**src/hw/scp_pkg.sv**
```systemverilog
`default_nettype none
package scp_pkg;
    // ****************************************
    // address map
    // ****************************************
    localparam int unsigned ADDR_W          = 10;
    localparam logic [2:0]  OFF_CH_A_DATA   = 3'h0;
    localparam logic [2:0]  OFF_CH_A_CTRL   = 3'h1;
    localparam logic [2:0]  OFF_CH_B_DATA   = 3'h2;
    localparam logic [2:0]  OFF_CH_B_CTRL   = 3'h3;
    localparam logic [2:0]  OFF_BOARD_CS    = 3'h4;
    // ****************************************
    // board control/status fields
    // ****************************************
    localparam int unsigned BIT_TERM_A      = 0;
    localparam int unsigned BIT_TERM_B      = 1;
    localparam int unsigned BIT_DMA_EN      = 7;
    localparam int unsigned BIT_DSR_A       = 0;
    localparam int unsigned BIT_DSR_B       = 1;
    localparam logic        RST_TERM        = 1'b0;
    localparam logic        RST_DMA_EN      = 1'b0;
    localparam logic [6:0]  RST_BASE        = 7'h47;
    // ****************************************
    // baud reference
    // ****************************************
    localparam int unsigned BAUD_REF_HZ     = 7372800;
    localparam int unsigned CLK_HZ          = 100000000;
    localparam int unsigned BAUD_ACC_W      = 24;
    // phase step = 2^24 * ref / clk, rounded down
    localparam logic [BAUD_ACC_W-1:0] BAUD_STEP =
        BAUD_ACC_W'((64'(BAUD_REF_HZ) << BAUD_ACC_W) / 64'(CLK_HZ));
endpackage
`default_nettype wire

```
**src/hw/scp_sync.sv**
```systemverilog
`default_nettype none
module scp_sync #(
    parameter int unsigned W = 1
) (
    input  wire logic         clk,
    input  wire logic         nrst,
    input  wire logic [W-1:0] async_in,
    output logic      [W-1:0] level
);
    // ****************************************
    // three-stage input filter
    // ****************************************
    logic [W-1:0] stage1;
    logic [W-1:0] stage2;
    logic [W-1:0] stage3;

    // stage1 feeds only stage2, keeping metastability out of the compare
    always_ff @(posedge clk or negedge nrst) begin
        if (!nrst) begin
            stage1 <= '0;
            stage2 <= '0;
            stage3 <= '0;
        end else begin
            stage1 <= async_in;
            stage2 <= stage1;
            stage3 <= stage2;
        end
    end

    // per bit: change accepted once stage2 and stage3 agree
    genvar i;
    generate
        for (i = 0; i < W; i++) begin : g_bit
            always_ff @(posedge clk or negedge nrst) begin
                if (!nrst) begin
                    level[i] <= 1'b0;
                end else if (stage2[i] == stage3[i]) begin
                    level[i] <= stage3[i];
                end
            end
        end
    endgenerate
endmodule
`default_nettype wire

```
**src/hw/scp_top.sv**
```systemverilog
// Operation
// - eight addresses decoded from base; first four to controller, base+4 board port.
// - write bit 0 drives channel A terminal-ready, one asserts.
// - write bit 1 drives channel B terminal-ready, one asserts.
// - write bit 7 one enables DMA drivers, zero tri-states them.
// - read bit 0 returns channel A data-set-ready, one asserted.
// - read bit 1 returns channel B data-set-ready, one asserted.
// - controller baud generator clocked from 7.3728 MHz reference by default.
// - power-on reset clears software DMA enable.
// - permanent strap forces DMA drivers on; no strap keeps them off.
// - window offsets 0..3 select A data, A control, B data, B control.
// - only address lines A9..A3 compared against switch base.
`default_nettype none
module scp_top #(
    parameter int unsigned ADDR_W = scp_pkg::ADDR_W
) (
    input  wire logic              clk,
    input  wire logic              nrst,
    input  wire logic [ADDR_W-1:0] io_addr,
    input  wire logic              io_wr,
    input  wire logic              io_rd,
    input  wire logic [7:0]        io_wdata,
    output logic      [7:0]        io_rdata,
    input  wire logic [6:0]        base_address_switch,
    input  wire logic              dma_enable_strap_perm,
    input  wire logic              dma_enable_strap_sw,
    input  wire logic              dsr_a_in,
    input  wire logic              dsr_b_in,
    input  wire logic [7:0]        ser_rdata,
    output logic                   ser_sel,
    output logic                   ser_ch_b,
    output logic                   ser_ctrl,
    output logic                   ser_wr,
    output logic                   ser_rd,
    output logic      [7:0]        ser_wdata,
    output logic                   term_ready_a,
    output logic                   term_ready_b,
    output logic                   dma_drv_oe,
    output logic                   baud_ref_clk
);
    // ****************************************
    // decode
    // ****************************************
    logic       board_hit;
    logic [2:0] off;
    logic       win_hit;
    logic       cs_hit;
    logic       ser_hit;
    logic [7:0] next_rdata;
    logic       dma_sw_en;
    logic [1:0] dsr_lvl;
    logic [6:0] base_q;
    logic       strap_perm_q;
    logic       strap_sw_q;
    logic [scp_pkg::BAUD_ACC_W-1:0] baud_acc;

    // only A9..A3 take part; higher lines are not wired in at all
    assign board_hit = (io_addr[9:3] == base_q);
    assign off       = io_addr[2:0];
    assign win_hit   = board_hit && (off <= scp_pkg::OFF_CH_B_CTRL);
    assign cs_hit    = board_hit && (off == scp_pkg::OFF_BOARD_CS);
    assign ser_hit   = win_hit && (io_wr || io_rd);

    // ****************************************
    // straps and switch, caught after reset release
    // ****************************************
    // switches and straps are static; a clocked capture keeps async reset constant-only
    // the base latch keeps its default until the first edge after release
    always_ff @(posedge clk or negedge nrst) begin
        if (!nrst) begin
            base_q <= scp_pkg::RST_BASE;
        end else begin
            base_q <= base_address_switch;
        end
    end

    // straps read as not fitted during reset, so the drivers start disabled
    always_ff @(posedge clk or negedge nrst) begin
        if (!nrst) begin
            strap_perm_q <= 1'b0;
            strap_sw_q   <= 1'b0;
        end else begin
            strap_perm_q <= dma_enable_strap_perm;
            strap_sw_q   <= dma_enable_strap_sw;
        end
    end

    // ****************************************
    // modem status inputs
    // ****************************************
    scp_sync #(
        .W (2)
    ) u_dsr_sync (
        .clk      (clk),
        .nrst     (nrst),
        .async_in ({dsr_b_in, dsr_a_in}),
        .level    (dsr_lvl)
    );

    // ****************************************
    // board control register
    // ****************************************
    // whole byte written at once; host keeps untouched bits itself
    // channel A terminal-ready follows bit 0 of every board write
    always_ff @(posedge clk or negedge nrst) begin
        if (!nrst) begin
            term_ready_a <= scp_pkg::RST_TERM;
        end else if (cs_hit && io_wr) begin
            term_ready_a <= io_wdata[scp_pkg::BIT_TERM_A];
        end
    end

    // channel B terminal-ready follows bit 1 of every board write
    always_ff @(posedge clk or negedge nrst) begin
        if (!nrst) begin
            term_ready_b <= scp_pkg::RST_TERM;
        end else if (cs_hit && io_wr) begin
            term_ready_b <= io_wdata[scp_pkg::BIT_TERM_B];
        end
    end

    // software dma enable; cleared by power-on reset so dma starts off
    always_ff @(posedge clk or negedge nrst) begin
        if (!nrst) begin
            dma_sw_en <= scp_pkg::RST_DMA_EN;
        end else if (cs_hit && io_wr) begin
            dma_sw_en <= io_wdata[scp_pkg::BIT_DMA_EN];
        end
    end
    // bits 2..6 have no register behind them and simply fall away

    // driver enable: permanent strap overrides, software strap defers to bit 7
    always_ff @(posedge clk or negedge nrst) begin
        if (!nrst) begin
            dma_drv_oe <= 1'b0;
        end else begin
            dma_drv_oe <= strap_perm_q || (strap_sw_q && dma_sw_en);
        end
    end

    // ****************************************
    // read data
    // ****************************************
    // unmapped offsets 5..7 and idle cycles read as zero
    // board read: unused bits 2..7 stay zero, status bits from the filter
    always_comb begin
        next_rdata = 8'h00;
        if (cs_hit && io_rd) begin
            next_rdata[scp_pkg::BIT_DSR_A] = dsr_lvl[0];
            next_rdata[scp_pkg::BIT_DSR_B] = dsr_lvl[1];
        end else if (win_hit && io_rd) begin
            next_rdata = ser_rdata;
        end
    end

    // registered so the host sees read data a fixed cycle after its strobe
    always_ff @(posedge clk or negedge nrst) begin
        if (!nrst) begin
            io_rdata <= 8'h00;
        end else begin
            io_rdata <= next_rdata;
        end
    end

    // ****************************************
    // serial controller window
    // ****************************************
    // register select: bit1 picks channel B, bit0 picks control
    always_ff @(posedge clk or negedge nrst) begin
        if (!nrst) begin
            ser_sel  <= 1'b0;
            ser_ch_b <= 1'b0;
            ser_ctrl <= 1'b0;
        end else begin
            ser_sel  <= ser_hit;
            ser_ch_b <= off[1];
            ser_ctrl <= off[0];
        end
    end

    // one strobe cycle per host cycle; a held host strobe repeats the access
    always_ff @(posedge clk or negedge nrst) begin
        if (!nrst) begin
            ser_wr <= 1'b0;
            ser_rd <= 1'b0;
        end else begin
            ser_wr <= win_hit && io_wr;
            ser_rd <= win_hit && io_rd;
        end
    end

    // data copied every cycle; only meaningful while ser_wr is high
    always_ff @(posedge clk or negedge nrst) begin
        if (!nrst) begin
            ser_wdata <= 8'h00;
        end else begin
            ser_wdata <= io_wdata;
        end
    end

    // ****************************************
    // baud reference
    // ****************************************
    // phase accumulator approximates the reference; jitter of one clk period
    // trade-off: no second clock domain, at the cost of edge jitter
    always_ff @(posedge clk or negedge nrst) begin
        if (!nrst) begin
            baud_acc <= '0;
        end else begin
            baud_acc <= baud_acc + scp_pkg::BAUD_STEP;
        end
    end

    // reference output from the accumulator's top bit, registered for a clean pin
    always_ff @(posedge clk or negedge nrst) begin
        if (!nrst) begin
            baud_ref_clk <= 1'b0;
        end else begin
            baud_ref_clk <= baud_acc[scp_pkg::BAUD_ACC_W-1];
        end
    end
endmodule
`default_nettype wire

```
**config.mk**
```make
export PLATFORM = sky130hd
export DESIGN_NAME = scp_top
export DESIGN_NICKNAME = d
export VERILOG_FILES = /design/src/hw/scp_pkg.sv /design/src/hw/scp_sync.sv /design/src/hw/scp_top.sv
export SDC_FILE = /design/constraint.sdc
export NUM_CORES = 1
export LEC_CHECK = 0
export BUFFER_PORTS_ARGS = -buffer_cell sky130_fd_sc_hd__buf_2
export CAP_MARGIN = 40
export CORE_MARGIN = 4
export CORE_UTILIZATION = 35
export DETAILED_ROUTE_END_ITERATION = 16
export PLACE_DENSITY_LB_ADDON = 0.2
export SLEW_MARGIN = 15
export SYNTH_ARGS = -nofsm -noshare
export SYNTH_HDL_FRONTEND = slang
export SYNTH_SLANG_ARGS = --single-unit
```
**constraint.sdc**
```tcl
create_clock -name clk -period 1.9 [get_ports clk]
set_input_delay 0.095 -clock clk [delete_from_list [all_inputs] [get_ports clk]]
set_output_delay 0.095 -clock clk [all_outputs]
set_load 0.02 [all_outputs]
```
==> flow_summary_export.csv <==
group,metric,value,unit
yosys,synth_nets,230,
route,ant_nets,0,
timing,final_max_slew_viol_count,0,
yosys,yosys_most_used_dff,"dfrtp_1",
layout,final-instance-count-excl-fill,395,
clock_tree,htree_levels,3,
floorplan,dieWidth,92.9,µm
floorplan,die_h,92.9,µm
route,post_drt_wl_per_cell,12.4,µm
min_path,worstHoldPathCells,2,
yosys,synthTopCellsByCount,"62 x dfrtp_1, 16 x xnor2_1, 13 x nand2_1",
route,drcViolationCount,0,
timing,tns,0,ns
timing,setup_viol,0,
placement,dp_slack,0.144,ns
yosys,syn_area,2520,µm²
min_path,hp-start,"io_rd",
pwr,p_per_area,771,nW/µm²
timing,period_needed,1.72,ns
pwr,pwr-share-comb,6.7,%
timing,worst_pin_slew,0.541,ns
placement,gp_congestion,0.756,
min_path,hp-class,"input port to register",
setup_path,rr_startpoint,"base_q[0]",
placement,port_buffers,65,
timing,relSlewSlack,63.9,%
yosys,synth.distinct_cells,46,
timing,finalHoldWorstSlack,0.0213,ns
route,dr.first_iter.drc_count,66,
setup_path,r2r_cells,5,
yosys,synth_top_area_cell,"dfrtp_1",
floorplan,die_area,8640,µm²
pwr,finalPower,2.66,mW
pwr,switching_share,23.3,%
layout,final_util,49.9,%
timing,fmax,580,MHz
floorplan,initial_utilization,36.6,%
floorplan,pin_count,66,
timing,fin_skew,0.00922,ns
pwr,clock_power_share,38.6,%
yosys,ys_seq_area_share,65.6,%
clock_tree,cts_setup_buffers,0,
setup_path,worstReg2RegEnd,"dma_sw_en",
setup_path,path_class,"register to register",
yosys,synth_most_common_cell,"dfrtp_1",
layout,final_nets,336,
placement,dp.cells,350,
timing,period_share,90.8,%
clock_tree,cts_made_buffers,9,
clock_tree,clock_latency,0.33,ns
yosys,synth-edff-count,0,
yosys,yosysTopAreaCellShare,61.4,%
clock_tree,cts_buffer_depth,2,
floorplan,rows,30,
placement,postPlaceCellArea,2990,µm²
floorplan,core,6910,µm²
yosys,synthArstFlopShare,100,%
grt,grt_use_total,13.2,%
clock_tree,clock-sinks,66,
timing,rsz0062_at_grt,"no",
pwr,p_sw,0.618,mW
placement,dpl.hpwl,3.34,mm
setup_path,crit_path_max_fanout,4,
setup_path,start_kind,"register",
grt,grt_max_degree,27,
run_status,status,"finished clean",
route,wirelength,4.91,mm
layout,area_growth_syn_to_layout,36.6,%
layout,fin_area,3450,µm²
pwr,ir_drop,346,µV
setup_path,end_kind,"register",
grt,grt_pass1_vias,1900,
yosys,ys_seq_elements,66,
pwr,seq_power_share,54.7,%
timing,hold_viol_final,0,
layout,drive_gt1_share,34.1,%
min_path,hold_path_end,"ser_sel",
route,vias,1755,
setup_path,arrival,1.94,ns
flow_run,drv_cap,0,
yosys,netlist_instances,188,
clock_tree,cts_tree,"done",
setup_path,crit_required,2.12,ns
grt,grt-ovfl-total,0,
route,via_per_inst,4.44,
setup_path,r2r_slack,0.18,ns
timing,setup_slack,0.176,ns
yosys,ys_top_cells_by_area,"dfrtp_1 61%, xnor2_1 5.6%, dfstp_2 4.2%",
pwr,p_leak,1.57,nW
yosys,synth_area_per_cell,13.4,µm²
clock_tree,cts-root-buf,"clkbuf_8",
yosys,ys_warn_count,0,
grt,grt_pass1_wl,8.90,mm
route,drt_pre_antenna_iters,4,
layout,n_antenna_cell,0,
grt,antenna_found_initial,0,
pwr,p_int,2.04,mW
clock_tree,clkTransAtPathRegs,0.07,ns
[layer usage]
layer  vias up  wire length, µm  track usage [%]
li1        852                -                -
met5         -                0                0
met1       831             2270             16.8
met3         9              341             4.06
met2        63             2200             20.6
met4         0               95             6.23
[timing repair]
action / 4_1_cts / 5_1_grt
hold buffers: 29 / 0
gates resized for setup: 0 / 0
endpoints found under the hold margin: 50 / 0
[registers in the layout, summed over array words and instances (netlist names), 2 cells and up]
register	cells
base_q	7
baud_acc	23
u_dsr_sync.stage2	2
io_rdata	8
u_dsr_sync.level	2
u_dsr_sync.stage1	2
ser_wdata	8
u_dsr_sync.stage3	2
[kinds of logic after synthesis]
family | Yosys count | share of synthesized area (%)
buffers and inverters | 9 | 1.59
xor gates and xnor gates | 25 | 8.67
AOI/OAI and AO/OA | 28 | 8.13
muxes | 3 | 1.34
and+or+nand+nor | 54 | 13.4
adders and majority gates | 3 | 1.29
DFF | 66 | 65.6
[cell type report]
cell class,count,area (µm²)
Clock buffer,11,141
Fill cell,634,3460
Sequential cell,66,1660
Inverter,5,18.8
Clock inverter,5,30.0
Multi-Input combinational cell,113,828
Timing Repair Buffer,99,653
Tap cell,96,120
[critical path, stage by stage, from the launching register on]
cell and delay, ns:
dfstp_2 0.53, xnor2_1 0.11, nand4_1 0.13, nor4_2 0.30, nand3_1 0.22, mux2_2 0.32
[power groups by stage]
stage | clock (mW) | sequential [mW] | combinational, mW
floorplan | 0 | 1.50 | 0.0244
global placement | 0 | 1.48 | 0.134
detailed placement | 0 | 1.48 | 0.134
CTS | 1.07 | 1.45 | 0.181
global route | 1.15 | 1.46 | 0.199
finish | 1.03 | 1.45 | 0.177
[how the worst max path moves through the flow]
stage	endpoint	slack, ns	startpoint
after CTS	dma_sw_en	0.12	base_q[0]
final	dma_sw_en	0.18	base_q[0]
after global routing	dma_sw_en	0.004	base_q[1]
after global placement	dma_sw_en	0.20	base_q[0]
after detailed placement	dma_sw_en	0.14	base_q[1]
after floorplan	dma_sw_en	0.37	base_q[0]
[cells in the final DEF, fill, tap and decap left out, drive strengths merged, types with 2 or more instances in the layout]
cell type / n
nand4b: 2
nor2: 10
dlygate4sd3: 29
nor2b: 4
a21oi: 7
clkinvlp: 2
dfrtp: 62
nor3: 2
and2: 8
nand3: 2
nand2: 13
nand3b: 3
nor4: 2
o31ai: 2
o21a: 2
clkbuf: 11
xor2: 9
nor3b: 2
dfstp: 4
mux2: 3
buf: 70
clkinv: 3
inv: 5
xnor2: 16
o21ai: 6
nand4: 2
a31oi: 3
maj3: 2
No activity file was read; power rests on OpenSTA's default activity.
